`src/rsil_pkg.sv`:
```
// Purpose: Shared constants for the receive serializer interrupt logic.
// Assumes: Byte-wide register file reached through the serial register port.
// Notes:   Offsets, field positions and reset values are named here once.
package rsil_pkg;

  // Register offsets on the serial register port.
  localparam logic [7:0] RSIL_ADDR_SERDES_CTRL = 8'h06;
  localparam logic [7:0] RSIL_ADDR_IRQ_ENABLE  = 8'h07;
  localparam logic [7:0] RSIL_ADDR_IRQ_STATUS  = 8'h08;
  localparam logic [7:0] RSIL_ADDR_DATA_A      = 8'h09;
  localparam logic [7:0] RSIL_ADDR_DATA_B      = 8'h0B;

  // Reset values.
  localparam logic [7:0] RSIL_RST_SERDES_CTRL = 8'h00;
  localparam logic [7:0] RSIL_RST_IRQ_ENABLE  = 8'h00;
  localparam logic [7:0] RSIL_RST_IRQ_STATUS  = 8'h00;
  localparam logic [7:0] RSIL_RST_DATA        = 8'h00;

  // Control register fields.
  localparam int RSIL_CTRL_EOF_LEN_LSB = 0;
  localparam int RSIL_CTRL_EOF_LEN_W   = 3;
  localparam logic [7:0] RSIL_CTRL_WMASK = 8'h0F;

  // Enable register bit positions.
  localparam int RSIL_EN_FULL_A  = 0;
  localparam int RSIL_EN_EOF_A   = 1;
  localparam int RSIL_EN_OVF_A   = 2;
  localparam int RSIL_EN_UNF_A   = 3;
  localparam int RSIL_EN_FULL_B  = 4;
  localparam int RSIL_EN_EOF_B   = 5;
  localparam int RSIL_EN_OVF_B   = 6;
  localparam int RSIL_EN_UNF_B   = 7;

  // Status register bit positions.
  localparam int RSIL_ST_FULL_A  = 0;
  localparam int RSIL_ST_EOF_A   = 1;
  localparam int RSIL_ST_FLOW_A  = 2;
  localparam int RSIL_ST_VALID_A = 3;
  localparam int RSIL_ST_FULL_B  = 4;
  localparam int RSIL_ST_EOF_B   = 5;
  localparam int RSIL_ST_FLOW_B  = 6;
  localparam int RSIL_ST_VALID_B = 7;

  // Bits per received byte.
  localparam logic [3:0] RSIL_BYTE_BITS = 4'h8;

  // Receiver framing states.
  typedef enum logic [1:0] {
    RSIL_IDLE  = 2'h1,
    RSIL_FRAME = 2'h2
  } rsil_state_t;

endpackage

```
`src/rsil_chan.sv`:
```
// Purpose: One receive channel: byte assembly, end of frame, data register events.
// Assumes: bit_stb_in pulses once per bit time with the bit and its validity.
// Notes:   Events are one-cycle pulses; sticky flags live in the top module.
`timescale 1ns/1ps
module rsil_chan (
  input  wire logic                                   clk_in,
  input  wire logic                                   rst_in,
  input  wire logic                                   rx_on_in,
  input  wire logic [rsil_pkg::RSIL_CTRL_EOF_LEN_W-1:0] eof_len_in,
  input  wire logic                                   bit_stb_in,
  input  wire logic                                   bit_val_in,
  input  wire logic                                   bit_dat_in,
  input  wire logic                                   host_rd_in,
  output logic      [7:0]                             data_out,
  output logic                                        all_valid_out,
  output logic                                        full_evt_out,
  output logic                                        eof_evt_out,
  output logic                                        ovf_evt_out,
  output logic                                        unf_evt_out
);
  import rsil_pkg::*;

  rsil_state_t state_reg;
  logic [7:0]  shift_reg;
  logic [3:0]  bit_cnt_reg;
  logic        byte_ok_reg;
  logic [2:0]  gap_cnt_reg;
  logic        full_reg;
  logic        eof_now;
  logic        byte_done;
  logic        load_now;

  // End of frame when the invalid bit count passes the programmed length.
  // gap exceeds length
  // zero length case
  assign eof_now   = bit_stb_in && (state_reg == RSIL_FRAME) && !bit_val_in
                     && (gap_cnt_reg == eof_len_in);
  assign byte_done = bit_stb_in && !eof_now
                     && ((state_reg == RSIL_FRAME) || bit_val_in)
                     && (bit_cnt_reg == RSIL_BYTE_BITS - 4'h1);
  // complete or partial load
  assign load_now  = byte_done || (eof_now && (bit_cnt_reg != 4'h0));

  // Frame state: a valid bit opens a frame, end of frame closes it.
  always_ff @(posedge clk_in or posedge rst_in) begin
    if (rst_in) begin
      state_reg <= RSIL_IDLE;
    end else if (!rx_on_in || eof_now) begin
      state_reg <= RSIL_IDLE;
    end else if (bit_stb_in && bit_val_in) begin
      state_reg <= RSIL_FRAME;
    end
  end

  // Invalid-bit gap counter, restarted by every valid bit.
  always_ff @(posedge clk_in or posedge rst_in) begin
    if (rst_in) begin
      gap_cnt_reg <= 3'h0;
    end else if (!rx_on_in || eof_now || (bit_stb_in && bit_val_in)) begin
      gap_cnt_reg <= 3'h0;
    end else if (bit_stb_in && (state_reg == RSIL_FRAME)) begin
      gap_cnt_reg <= gap_cnt_reg + 3'h1;
    end
  end

  // Byte assembly, first received bit lands in bit 0.
  always_ff @(posedge clk_in or posedge rst_in) begin
    if (rst_in) begin
      shift_reg   <= 8'h00;
      bit_cnt_reg <= 4'h0;
      byte_ok_reg <= 1'b1;
    end else if (!rx_on_in || load_now || eof_now) begin
      shift_reg   <= 8'h00;
      bit_cnt_reg <= 4'h0;
      byte_ok_reg <= 1'b1;
    end else if (bit_stb_in && ((state_reg == RSIL_FRAME) || bit_val_in)) begin
      shift_reg[bit_cnt_reg[2:0]] <= bit_dat_in;
      bit_cnt_reg <= bit_cnt_reg + 4'h1;
      byte_ok_reg <= byte_ok_reg & bit_val_in;
    end
  end

  // Received data register and its validity, loaded on a transfer.
  always_ff @(posedge clk_in or posedge rst_in) begin
    if (rst_in) begin
      data_out      <= RSIL_RST_DATA;
      all_valid_out <= 1'b0;
    end else if (load_now) begin
      data_out      <= byte_done ? {bit_dat_in, shift_reg[6:0]} : shift_reg;
      all_valid_out <= byte_done && byte_ok_reg && bit_val_in;
    end
  end

  // Data register occupancy: load fills it, a host read empties it.
  always_ff @(posedge clk_in or posedge rst_in) begin
    if (rst_in) begin
      full_reg <= 1'b0;
    end else if (load_now) begin
      full_reg <= 1'b1;
    end else if (host_rd_in || !rx_on_in) begin
      full_reg <= 1'b0;
    end
  end

  // Event pulses towards the status register.
  always_ff @(posedge clk_in or posedge rst_in) begin
    if (rst_in) begin
      full_evt_out <= 1'b0;
      eof_evt_out  <= 1'b0;
      ovf_evt_out  <= 1'b0;
      unf_evt_out  <= 1'b0;
    end else begin
      full_evt_out <= load_now;
      eof_evt_out  <= eof_now;
      // load over unread byte
      ovf_evt_out  <= load_now && full_reg && !host_rd_in;
      // read while empty
      unf_evt_out  <= host_rd_in && !full_reg && !load_now;
    end
  end

endmodule // rsil_chan

```
`src/rsil_top.sv`:
```
// Purpose: Receive serializer interrupt enables, status flags and interrupt line.
// Assumes: The serial port decoder gives one-cycle read and write strobes.
// Notes:   Read data appears on the edge after the read strobe.
//
// Overview of operation
// Enable bit 3 gates the channel A underflow interrupt.
// Reading empty channel A data register is an underflow; a read in the same cycle as a load raises none.
// Enable bit 2 gates the channel A overflow interrupt.
// Loading channel A data before host read is an overflow.
// Enable bit 1 gates the channel A end-of-frame interrupt.
// End of frame follows a valid bit once invalid bits exceed length.
// Length zero gives end of frame on first invalid bit.
// End-of-frame flag holds until status register is read.
// Enable bit 0 gates the channel A full interrupt.
// Full event on every transfer into channel A data register.
// Status at 0x08, reset 0x00, eight documented flag positions.
// Bit 7 set when channel B byte is entirely valid; no interrupt.
// Bit 6 set on channel B overflow or underflow.
// Reading status clears channel B flow-violation flag.
// Flags set regardless of enables, so polling works.
// End-of-frame length is control register bits 2:0.
// Status reads zero outside receive mode.
// Interrupt high while any enabled flag is set.
// Both channel A flow enables feed the one flow flag.
`timescale 1ns/1ps
module rsil_top (
  input  wire logic       clk_in,
  input  wire logic       rst_in,
  input  wire logic       rx_mode_in,
  input  wire logic [7:0] reg_addr_in,
  input  wire logic [7:0] reg_wdata_in,
  input  wire logic       reg_wr_in,
  input  wire logic       reg_rd_in,
  input  wire logic       a_bit_stb_in,
  input  wire logic       a_bit_val_in,
  input  wire logic       a_bit_dat_in,
  input  wire logic       b_bit_stb_in,
  input  wire logic       b_bit_val_in,
  input  wire logic       b_bit_dat_in,
  output logic [7:0]      reg_rdata_out,
  output logic            irq_out
);
  import rsil_pkg::*;

  logic [7:0] ctrl_reg;
  logic [7:0] enable_reg;
  logic [7:0] status_reg;
  logic       unf_a_reg;
  logic       ovf_a_reg;
  logic       unf_b_reg;
  logic       ovf_b_reg;
  logic [7:0] status_view;
  logic       stat_rd;
  logic       rd_a;
  logic       rd_b;
  logic [7:0] data_a;
  logic [7:0] data_b;
  logic       valid_a;
  logic       valid_b;
  logic       full_a;
  logic       full_b;
  logic       eof_a;
  logic       eof_b;
  logic       ovf_a;
  logic       ovf_b;
  logic       unf_a;
  logic       unf_b;
  logic [RSIL_CTRL_EOF_LEN_W-1:0] eof_len;

  // Sticky flag update: an event in the clearing cycle wins.
  function automatic logic sticky(input logic cur, input logic set, input logic clr);
    sticky = set | (cur & ~clr);
  endfunction

  // Read strobes per address.
  assign stat_rd = reg_rd_in && (reg_addr_in == RSIL_ADDR_IRQ_STATUS);
  assign rd_a    = reg_rd_in && (reg_addr_in == RSIL_ADDR_DATA_A);
  assign rd_b    = reg_rd_in && (reg_addr_in == RSIL_ADDR_DATA_B);
  // length field
  assign eof_len = ctrl_reg[RSIL_CTRL_EOF_LEN_LSB +: RSIL_CTRL_EOF_LEN_W];
  // zero outside receive
  assign status_view = rx_mode_in ? status_reg : 8'h00;

  // Channel A receiver.
  rsil_chan u_chan_a (
    .clk_in        (clk_in),
    .rst_in        (rst_in),
    .rx_on_in      (rx_mode_in),
    .eof_len_in    (eof_len),
    .bit_stb_in    (a_bit_stb_in),
    .bit_val_in    (a_bit_val_in),
    .bit_dat_in    (a_bit_dat_in),
    .host_rd_in    (rd_a),
    .data_out      (data_a),
    .all_valid_out (valid_a),
    .full_evt_out  (full_a),
    .eof_evt_out   (eof_a),
    .ovf_evt_out   (ovf_a),
    .unf_evt_out   (unf_a)
  );

  // Channel B receiver.
  rsil_chan u_chan_b (
    .clk_in        (clk_in),
    .rst_in        (rst_in),
    .rx_on_in      (rx_mode_in),
    .eof_len_in    (eof_len),
    .bit_stb_in    (b_bit_stb_in),
    .bit_val_in    (b_bit_val_in),
    .bit_dat_in    (b_bit_dat_in),
    .host_rd_in    (rd_b),
    .data_out      (data_b),
    .all_valid_out (valid_b),
    .full_evt_out  (full_b),
    .eof_evt_out   (eof_b),
    .ovf_evt_out   (ovf_b),
    .unf_evt_out   (unf_b)
  );

  // Writable control and enable registers.
  always_ff @(posedge clk_in or posedge rst_in) begin
    if (rst_in) begin
      ctrl_reg   <= RSIL_RST_SERDES_CTRL;
      enable_reg <= RSIL_RST_IRQ_ENABLE;
    end else if (reg_wr_in) begin
      if (reg_addr_in == RSIL_ADDR_SERDES_CTRL) begin
        ctrl_reg <= reg_wdata_in & RSIL_CTRL_WMASK;
      end
      if (reg_addr_in == RSIL_ADDR_IRQ_ENABLE) begin
        enable_reg <= reg_wdata_in;
      end
    end
  end

  // Status flags, set whatever the enables say.
  // enable-independent flags
  // status layout
  always_ff @(posedge clk_in or posedge rst_in) begin
    if (rst_in) begin
      status_reg <= RSIL_RST_IRQ_STATUS;
    end else begin
      // full A on transfer
      status_reg[RSIL_ST_FULL_A]  <= sticky(status_reg[RSIL_ST_FULL_A], full_a, rd_a);
      // end of frame cleared by status read
      status_reg[RSIL_ST_EOF_A]   <= sticky(status_reg[RSIL_ST_EOF_A], eof_a, stat_rd);
      status_reg[RSIL_ST_FLOW_A]  <= sticky(status_reg[RSIL_ST_FLOW_A], ovf_a | unf_a,
                                            stat_rd);
      if (full_a) begin
        status_reg[RSIL_ST_VALID_A] <= valid_a;
      end
      status_reg[RSIL_ST_FULL_B]  <= sticky(status_reg[RSIL_ST_FULL_B], full_b, rd_b);
      status_reg[RSIL_ST_EOF_B]   <= sticky(status_reg[RSIL_ST_EOF_B], eof_b, stat_rd);
      // channel B flow violation
      // cleared by status read
      status_reg[RSIL_ST_FLOW_B]  <= sticky(status_reg[RSIL_ST_FLOW_B], ovf_b | unf_b,
                                            stat_rd);
      // valid B on load
      if (full_b) begin
        status_reg[RSIL_ST_VALID_B] <= valid_b;
      end
    end
  end

  // Cause of each flow violation, so each enable gates its own cause.
  always_ff @(posedge clk_in or posedge rst_in) begin
    if (rst_in) begin
      unf_a_reg <= 1'b0;
      ovf_a_reg <= 1'b0;
      unf_b_reg <= 1'b0;
      ovf_b_reg <= 1'b0;
    end else begin
      unf_a_reg <= sticky(unf_a_reg, unf_a, stat_rd);
      ovf_a_reg <= sticky(ovf_a_reg, ovf_a, stat_rd);
      unf_b_reg <= sticky(unf_b_reg, unf_b, stat_rd);
      ovf_b_reg <= sticky(ovf_b_reg, ovf_b, stat_rd);
    end
  end

  // Interrupt line from enabled flags; valid flags never contribute.
  always_ff @(posedge clk_in or posedge rst_in) begin
    if (rst_in) begin
      irq_out <= 1'b0;
    end else begin
      // any enabled flag
      // full A gate
      // end of frame A gate
      // overflow A gate
      // underflow A gate
      // shared flow flag
      irq_out <= rx_mode_in && (
        (enable_reg[RSIL_EN_FULL_A] && status_reg[RSIL_ST_FULL_A]) ||
        (enable_reg[RSIL_EN_EOF_A]  && status_reg[RSIL_ST_EOF_A])  ||
        (enable_reg[RSIL_EN_OVF_A]  && status_reg[RSIL_ST_FLOW_A] && ovf_a_reg) ||
        (enable_reg[RSIL_EN_UNF_A]  && status_reg[RSIL_ST_FLOW_A] && unf_a_reg) ||
        (enable_reg[RSIL_EN_FULL_B] && status_reg[RSIL_ST_FULL_B]) ||
        (enable_reg[RSIL_EN_EOF_B]  && status_reg[RSIL_ST_EOF_B])  ||
        (enable_reg[RSIL_EN_OVF_B]  && status_reg[RSIL_ST_FLOW_B] && ovf_b_reg) ||
        (enable_reg[RSIL_EN_UNF_B]  && status_reg[RSIL_ST_FLOW_B] && unf_b_reg));
    end
  end

  // Registered read data; unmapped addresses read as zero.
  always_ff @(posedge clk_in or posedge rst_in) begin
    if (rst_in) begin
      reg_rdata_out <= 8'h00;
    end else if (reg_rd_in) begin
      unique case (reg_addr_in)
        RSIL_ADDR_SERDES_CTRL: reg_rdata_out <= ctrl_reg;
        RSIL_ADDR_IRQ_ENABLE:  reg_rdata_out <= enable_reg;
        RSIL_ADDR_IRQ_STATUS:  reg_rdata_out <= status_view;
        RSIL_ADDR_DATA_A:      reg_rdata_out <= data_a;
        RSIL_ADDR_DATA_B:      reg_rdata_out <= data_b;
        default:               reg_rdata_out <= 8'h00;
      endcase
    end
  end

endmodule // rsil_top

```
`config.mk`:
```
export PLATFORM = sky130hd
export DESIGN_NAME = rsil_top
export DESIGN_NICKNAME = d
export VERILOG_FILES = /design/src/rsil_pkg.sv /design/src/rsil_chan.sv /design/src/rsil_top.sv
export SDC_FILE = /design/constraint.sdc
export NUM_CORES = 1
export LEC_CHECK = 0
export BUFFER_PORTS_ARGS = -buffer_cell sky130_fd_sc_hd__buf_2
export CORE_ASPECT_RATIO = 0.75
export CORE_UTILIZATION = 53
export CTS_BUF_LIST = sky130_fd_sc_hd__clkbuf_8
export DETAILED_ROUTE_END_ITERATION = 10
export GPL_ROUTABILITY_DRIVEN = 0
export PLACE_DENSITY_LB_ADDON = 0.3
export SYNTH_ARGS = -nofsm -noshare
export SYNTH_HDL_FRONTEND = slang
export SYNTH_SLANG_ARGS = --single-unit
```
`constraint.sdc`:
```
create_clock -name clk_in -period 8.4 [get_ports clk_in]
set_clock_uncertainty 0.05 [all_clocks]
set_input_delay 2.52 -clock clk_in [delete_from_list [all_inputs] [get_ports clk_in]]
set_output_delay 2.52 -clock clk_in [all_outputs]
set_load 0.05 [all_outputs]
```
==> metrics, run 1 <==
worst setup slack after placement 3.86 ns; result of the run complete, no violations; critical register-to-register path startpoint ctrl_reg[1]; Routed WL 9790 um; worst reg2reg path endpoint u_chan_a.shift_reg[5]; Post-route DRC 0; number of endpoints failing setup at the final stage 0; total leakage power 2.43 nW; layout overhead on the synthesized area 10.3%; Distinct cells, synth 56; Mapped Cells 407; cell depth of the worst flop-to-flop path 5; Worst Hold Endpoint status_reg[5]; number of global-route vias before repair 3164; part of the total power dissipated in sequential elements 55.2%; final slew viol count 0; Max Clk Rate 236 MHz; Seq/Total Area, Yosys 53.5%; total via count after detailed routing 3336; Synthesized Nets 440; initial core utilization 56.2%; switching share of power 25.3%; total clock sinks 97; Die Outline Area 0.00896 mm2; Core Box Area 0.00809 mm2; minimum clock period 4.24 ns; startpoint class of the critical path primary input; clock slew at reported path FFs 0.09 ns; number of vias per cell 6.05; ratio of final minimum period to clock period 50.4%; clock root buffer clkbuf_8; crit path max fanout 7; std cell rows 28; combinational cell fraction of total power 9.2%; critical path launch point reg_addr_in[5]; # nets final 474; cell area power density 181 mW/mm2; hold buffer count at cts 0; critical path class in2reg; maximum vdd ir drop 0.166 mV; largest net degree at the start of global routing 57; startpoint of the tightest hold check path u_chan_b.eof_evt_out; critical path data arrival time 4.46 ns; Placed Cells incl. Taps 535; Antenna Nets Post-Route 0; Chip Width 109 um; required time at the worst-slack endpoint 8.62 ns; worst hold-check path type reg2reg; count of TritonRoute iterations in the first routing pass 4; drt initial violations 214; Antenna Diode Count 0; clock insertion delay at the later pin of the skew report 0.37 ns; global routing usage summed across all routing layers 24.5%; number of failing hold endpoints at the final stage 0; RSZ-0062 raised after global routing false; internal portion of total power 680 uW; sum of overflow across all layers after global routing 0; global-route wire length before repair 16200 um; wire length per cell 17.8 um; setup TNS after final layout 0 ns; average cell area after synthesis 11.2 um2; tightest slew margin relative to the limit 52.3%; Boundary Pins 36; fin util 62.0%; Worst Hold Path Cells 1; synthesis-stage register bit count 97; fraction of final layout cells with drive strength greater than 1 19.3%; critical path capture point type flip-flop; height of the die 82.2 um; post-synthesis async set-or-reset flop share 100%; net switching power figure 231 uW; buffer levels on the longest clock path 2; clock buffer count from CTS 9; Yosys Warn Count 0; Post-CTS Setup Bufs 0; post-CTS sizing 0; portion of total power attributed to the clock network 35.6%; number of levels in the clock H-tree 3; port bufs 35; Worst Slack Setup Final 4.16 ns; count of flip-flops with a built-in enable after synthesis 0; transition time of the tightest slew-check pin 0.710 ns; Mapped Area 0.00455 mm2; count of maximum capacitance violations 0; post-layout total power 910 uW; half-perimeter wire length after placement 7130 um; non-filler cells, final 551; initial antenna violation count 0; CTS tree done; Worst R2R Setup Slack 6.14 ns; primary flip-flop cell chosen by synthesis mapping dfrtp_1
## area by class of cell
cell class / instances / area (um2)
flip-flops and latches: 97 / 2430
multi-input cells: 281 / 1990
fillers: 678 / 3080
inverters: 15 / 58.8
clock buffers: 9 / 124
repair buffers: 37 / 190
clock inverters: 7 / 87.6
well taps: 105 / 131
## worst max-delay path, cell delays in order
cell,delay [ns]
buf_2,0.10
nor4_2,0.65
nand2_1,0.26
nor3_1,0.47
nand2_1,0.20
a31o_1,0.25
## stage by stage
step	hold slack [ns]	cell area (um2)
2_1_floorplan	0.354	4550
3_3_place_gp	0.363	4800
3_5_place_dp	0.385	4800
4_1_cts	0.407	5020
5_1_grt	0.427	5020
6_report	0.400	5020
## cells in the final DEF, fill, tap and decap left out, types with 10 or more instances in the layout
master      n
nand2_1    28
nor2_1     40
buf_2      35
o2bb2ai_1  20
a21oi_1    16
a21o_1     12
inv_1      15
a22oi_1    10
mux2_2     18
dfrtp_1    93
## synthesized netlist by cell type, drive strengths merged (4+ instances only)
library cell | number | area (um2)
nor3 | 8 | 40.0
o21ai | 16 | 80.1
ha | 6 | 75.1
o2bb2ai | 20 | 175
nand2b | 7 | 43.8
a22oi | 10 | 75.1
inv | 15 | 56.3
nor2b | 7 | 43.8
xnor2 | 7 | 61.3
nor2 | 40 | 150
clkbuf | 10 | 37.5
a21o | 12 | 90.1
mux2 | 28 | 330
a211o | 4 | 35.0
nand2 | 28 | 105
a21boi | 4 | 30.0
nand3 | 9 | 45.0
buf | 4 | 28.8
dfrtp | 93 | 2330
nand4 | 4 | 31.3
a21oi | 16 | 80.1
a221oi | 5 | 43.8
dfstp | 4 | 105
xor2 | 9 | 78.8
## power groups by stage
stage / logic [mW] / clock network [mW] / registers (mW)
2_1_floorplan: 0.0516 / 0 / 0.514
3_3_place_gp: 0.0812 / 0 / 0.510
3_5_place_dp: 0.0837 / 0 / 0.511
4_1_cts: 0.0841 / 0.332 / 0.502
5_1_grt: 0.0931 / 0.349 / 0.505
6_report: 0.0834 / 0.324 / 0.502
## cell families after synthesis
family / Yosys count / synth area share, %
adder cells (fa/ha/maj): 6 / 1.65
flip-flops: 97 / 53.5
multiplexers: 30 / 7.70
AND/OR/NAND/NOR: 125 / 14.7
XOR/XNOR: 16 / 3.08
AO/OA/AOI/OAI: 104 / 16.7
buffers and inverters: 29 / 2.70
## metal layers
| layer | GRT usage [%] | routed length [um] | up-vias |
|---|---|---|---|
| li1 | - | - | 1546 |
| met2 | 34.7 | 4270 | 143 |
| met1 | 36.5 | 4700 | 1636 |
| met3 | 6.12 | 710 | 11 |
| met5 | 0 | 0 | - |
| met4 | 8.78 | 108 | 0 |
## worst max path at each step
stage                                        to  cells past startpoint  slack (ns)
after global placement    u_chan_a.shift_reg[5]                      6        4.00
after detailed placement      u_chan_a.full_reg                      6        3.86
final                         u_chan_a.full_reg                      6        4.16
after floorplan                     ctrl_reg[0]                      1        3.30
after CTS                     u_chan_a.full_reg                      6        4.26
after global routing          u_chan_a.full_reg                      6        3.99
Note: power is estimated with default switching activity, not from simulation.
==> inputs of run 2 (changes only) <==
==> constraint.sdc (replaced) <==
create_clock -name clk_in -period 3.86 [get_ports clk_in]
set_clock_uncertainty 0.05 [all_clocks]
set_input_delay 1.158 -clock clk_in [delete_from_list [all_inputs] [get_ports clk_in]]
set_output_delay 1.158 -clock clk_in [all_outputs]
set_load 0.05 [all_outputs]
==> run 2 against run 1 <==
  * Sequential cell count unchanged
  * Combinational power up 120%
  * Worst hold slack worse by 0.011 ns
  * Cell count unchanged
  * Die area unchanged
  * Clock power up 120%
  * Critical path type unchanged
  * Critical endpoint is now u_chan_a.shift_reg[5]
  * Largest cell class unchanged
==> metrics, run 2 (synthesized netlist as in run 1, its figures left out) <==
result of the run complete, no violations; total clock sinks 97; critical path capture point type flip-flop; Die Outline Area 0.00896 mm2; port bufs 35; Post-route DRC 0; Core Box Area 0.00809 mm2; cells along the critical path buf_2 > nand4bb_4 > o41ai_2 > nand2b_1 > o21ai_0 > o2bb2ai_1; startpoint class of the critical path primary input; largest net degree at the start of global routing 62; total leakage power 2.44 nW; Antenna Nets Post-Route 0; initial antenna violation count 0; drt initial violations 204; transition time of the tightest slew-check pin 0.754 ns; # nets final 474; half-perimeter wire length after placement 7060 um; Worst Slack Setup Final 1.12 ns; count of TritonRoute iterations in the first routing pass 5; clock slew at reported path FFs 0.09 ns; cell area power density 397 mW/mm2; most frequent cells in the layout dfrtp_1 (93), nor2_1 (40), buf_2 (35), nand2_1 (28), o2bb2ai_1 (20); fraction of final layout cells with drive strength greater than 1 19.5%; hold buffer count at cts 0; count of maximum capacitance violations 0; buffer levels on the longest clock path 2; slowest library cell on the worst path o41ai_2; final slew viol count 0; clock root buffer clkbuf_8; worst hold-check path type reg2reg; height of the die 82.2 um; global routing usage summed across all routing layers 24.6%; initial core utilization 56.2%; RSZ-0062 raised after global routing false; post-CTS sizing 0; ratio of final minimum period to clock period 70.9%; critical path class in2reg; Chip Width 109 um; number of global-route vias before repair 3112; Post-CTS Setup Bufs 0; number of failing hold endpoints at the final stage 0; total via count after detailed routing 3211; Routed WL 9710 um; Filler Cell Count 632; Largest stage delay, worst path 0.62 ns; number of vias per cell 5.83; most common cell after layout, fill and taps aside dfrtp_1; std cell rows 28; number of levels in the clock H-tree 3; critical path data arrival time 2.94 ns; tightest slew margin relative to the limit 49.7%; global-route wire length before repair 16300 um; crit path max fanout 12; worst setup slack after placement 0.721 ns; number of endpoints failing setup at the final stage 0; clock insertion delay at the later pin of the skew report 0.37 ns; maximum vdd ir drop 0.241 mV; minimum clock period 2.74 ns; CTS tree done; layout overhead on the synthesized area 10.8%; setup TNS after final layout 0 ns; Boundary Pins 36; sum of overflow across all layers after global routing 0; clock buffer count from CTS 9; wire length per cell 17.6 um; required time at the worst-slack endpoint 4.07 ns; Antenna Diode Count 0; Max Clk Rate 366 MHz
## run 2: metrics by stage
| stage | hold WS [ns] | total power [mW] | instance area (um2) | std cells | util (%) |
|---|---|---|---|---|---|
| 2_1_floorplan | 0.354 | 1.23 | 4550 | 407 | - |
| 3_3_place_gp | 0.369 | 1.29 | 4820 | 535 | 59.5 |
| 3_5_place_dp | 0.374 | 1.30 | 4820 | 535 | 59.5 |
| 4_1_cts | 0.390 | 2.02 | 5040 | 551 | 62.2 |
| 5_1_grt | 0.410 | 2.09 | 5040 | 551 | 62.2 |
| 6_report | 0.389 | 2.00 | 5040 | 551 | 62.2 |
## run 2: cell type report
type                       instances  area, um2  share of cell area [%]
multi-input combinational        281       1990                    39.5
inverter                          15       58.8                    1.17
sequential                        97       2430                    48.3
tap                              105        131                    2.61
timing repair buffer              37        203                    4.02
clock inverter                     6       82.6                    1.64
clock buffer                      10        138                    2.73
## run 2: path summary, 6_finish.rpt
check                      cells past startpoint                     from               endpoint  slack, ns
hold reg to reg                                1     u_chan_a.eof_evt_out          status_reg[1]       0.39
setup reg to reg                               7  u_chan_b.bit_cnt_reg[0]   u_chan_b.data_out[6]       1.64
hold / removal                                 1     u_chan_a.eof_evt_out          status_reg[1]       0.39
setup / recovery                               6             a_bit_val_in  u_chan_a.shift_reg[5]       1.12
min in group asynchronous                      2                   rst_in              unf_a_reg       0.87
max in group asynchronous                      3                   rst_in   u_chan_b.byte_ok_reg       2.15
## run 2: report_power, final
group	internal (mW)	switching (mW)	total, mW
Sequential	1.06	0.0377	1.09
Clock	0.380	0.344	0.724
Combinational	0.0660	0.118	0.184
Total	1.50	0.500	2.00
## run 2: routing by layer
layer  track usage [%]  up-vias  part of all wire (%)
met4              5.27        0                  0.76
met5                 0        -                     0
met2              35.3       85                    44
met3              6.83        7                   5.7
li1                  -     1543                     -
met1              37.2     1576                    50
## run 2: worst max-delay path, delay by kind of cell
kind	cells	cell delay [ns]
buffers and inverters	1	0.14
AOI/OAI and AO/OA	3	0.92
and+or+nand+nor	2	0.73
==> inputs of run 3 (changes only) <==
==> constraint.sdc (replaced) <==
create_clock -name clk_in -period 2.2 [get_ports clk_in]
set_clock_uncertainty 0.05 [all_clocks]
set_input_delay 0.66 -clock clk_in [delete_from_list [all_inputs] [get_ports clk_in]]
set_output_delay 0.66 -clock clk_in [all_outputs]
set_load 0.05 [all_outputs]
==> run 3 against run 2 <==
  * Die area is the same
  * Register-to-register slack lost 1.5 ns
  * Sequential power up 75%
  * First-iteration DRC count up 5.9%
  * Sequential cell count stayed put
  * Utilization grew 2.1 points
  * Combinational power increased by 94%
  * Largest cell class unchanged
  * Highest routed layer unchanged
  * Worst hold slack worse by 0.033 ns
==> metrics, run 3 (synthesized netlist as in run 1, its figures left out) <==
RSZ-0062 raised after global routing false; Antenna Nets Post-Route 0; multi-input combinational cell area 0.00200 mm2; number of vias per cell 5.86; Boundary Pins 36; transition time of the tightest slew-check pin 0.511 ns; initial core utilization 56.2%; initial antenna violation count 0; critical path data arrival time 2.30 ns; number of endpoints failing setup at the final stage 0; Min Hold Slack 0.356 ns; total leakage power 2.55 nW; Filler Cell Count 630; total via count after detailed routing 3389; cell area power density 637 mW/mm2; Worst Slack Setup Final 0.155 ns; Post-route DRC 0; result of the run complete, no violations; number of global-route vias before repair 3252; count of TritonRoute iterations in the first routing pass 5; slowest library cell on the worst path or4_1; Core Box Area 0.00809 mm2; clock buffer count from CTS 9; global-route wire length before repair 16400 um; post-CTS sizing 0; crit path max fanout 6; layout overhead on the synthesized area 14.5%; global routing usage summed across all routing layers 24.6%; sum of overflow across all layers after global routing 0; Max Clk Rate 489 MHz; Routed WL 10100 um; total clock sinks 97; most common cell after layout, fill and taps aside dfrtp_1; Post-CTS Setup Bufs 0; wire length per cell 17.4 um; clock root buffer clkbuf_8; startpoint class of the critical path flip-flop; cells along the critical path xor2_1 > o41ai_2 > buf_4 > or4_1 > o2bb2ai_1; hold buffer count at cts 0; tightest slew margin relative to the limit 65.9%; Die Outline Area 0.00896 mm2; # nets final 502; std cell rows 28; maximum vdd ir drop 0.548 mV; Chip Width 109 um; minimum clock period 2.05 ns; half-perimeter wire length after placement 7470 um; clock insertion delay at the later pin of the skew report 0.37 ns; most frequent cells in the layout dfrtp_1 (92), nor2_1 (40), buf_2 (35), buf_4 (29), nand2_1 (28); critical path capture point type flip-flop; worst hold-check path type in2async; port bufs 35; count of maximum capacitance violations 0; Largest stage delay, worst path 0.60 ns; number of failing hold endpoints at the final stage 0; fraction of final layout cells with drive strength greater than 1 24.5%; ratio of final minimum period to clock period 93.0%; worst setup slack after placement -0.0538 ns; CTS tree done; required time at the worst-slack endpoint 2.45 ns; number of levels in the clock H-tree 3; largest net degree at the start of global routing 98; buffer levels on the longest clock path 2; critical path class reg2reg; drt initial violations 216; clock slew at reported path FFs 0.09 ns; Antenna Diode Count 0; register area 0.00243 mm2; height of the die 82.2 um; final slew viol count 0; fin util 64.3%
==> run 3: cell count changes in the layout (fill, tap and decap cells not counted), moves of 2 or more <==
cell	previous run	this run
clkinv_4	0	2
bufinv_16	2	0
clkinvlp_4	0	2
buf_4	1	29
==> run 3: through the flow <==
stage	power [mW]	TNS [ns]	area, um2	cells
4_1_cts	3.34	0	5200	578
2_1_floorplan	2.16	0	4550	407
6_report	3.31	0	5200	578
3_3_place_gp	2.29	0	5030	563
3_5_place_dp	2.30	-0.233	5030	563
5_1_grt	3.46	0	5200	578
==> run 3: layer usage <==
layer  vias up  global-route usage [%]  share of wire [%]
li1       1597                       -                  -
met1      1668                    35.8                 49
met2       117                    37.4                 44
met3         7                    6.36                6.4
met4         0                    4.86               0.61
met5         -                       0                  0
==> run 3: worst max-delay path: cells and delay by family (launching register included) <==
family	cells	cell delay, ns
DFF	1	0.45
xor gates and xnor gates	1	0.38
and+or+nand+nor	1	0.60
buffers and inverters	1	0.17
AOI/OAI and AO/OA	2	0.33
==> run 3: power by group <==
group	switching, mW	internal [mW]	total [mW]
registers	0.0601	1.85	1.91
logic	0.218	0.139	0.357
clock network	0.610	0.433	1.04
total	0.889	2.43	3.31
==> run 3: worst paths after layout <==
path                                 startpoint                       to  slack [ns]  cells past startpoint
setup / recovery                    ctrl_reg[1]    u_chan_a.shift_reg[0]        0.15                      5
hold / removal                           rst_in         reg_rdata_out[7]        0.36                      3
setup reg to reg                    ctrl_reg[1]    u_chan_a.shift_reg[0]        0.15                      5
hold reg to reg            u_chan_a.eof_evt_out            status_reg[1]        0.38                      1
max in group asynchronous                rst_in  u_chan_b.bit_cnt_reg[1]        1.32                      3
min in group clk_in        u_chan_a.eof_evt_out            status_reg[1]        0.38                      1
==> run 3: layout make-up <==
| cell class | instances | share of cell area, % |
|---|---|---|
| clock buffers | 10 | 2.64 |
| clock inverters | 5 | 0.649 |
| inverters | 15 | 1.15 |
| multi-input cells | 281 | 38.3 |
| flip-flops and latches | 97 | 46.8 |
| well taps | 105 | 2.52 |
| repair buffers | 65 | 7.93 |
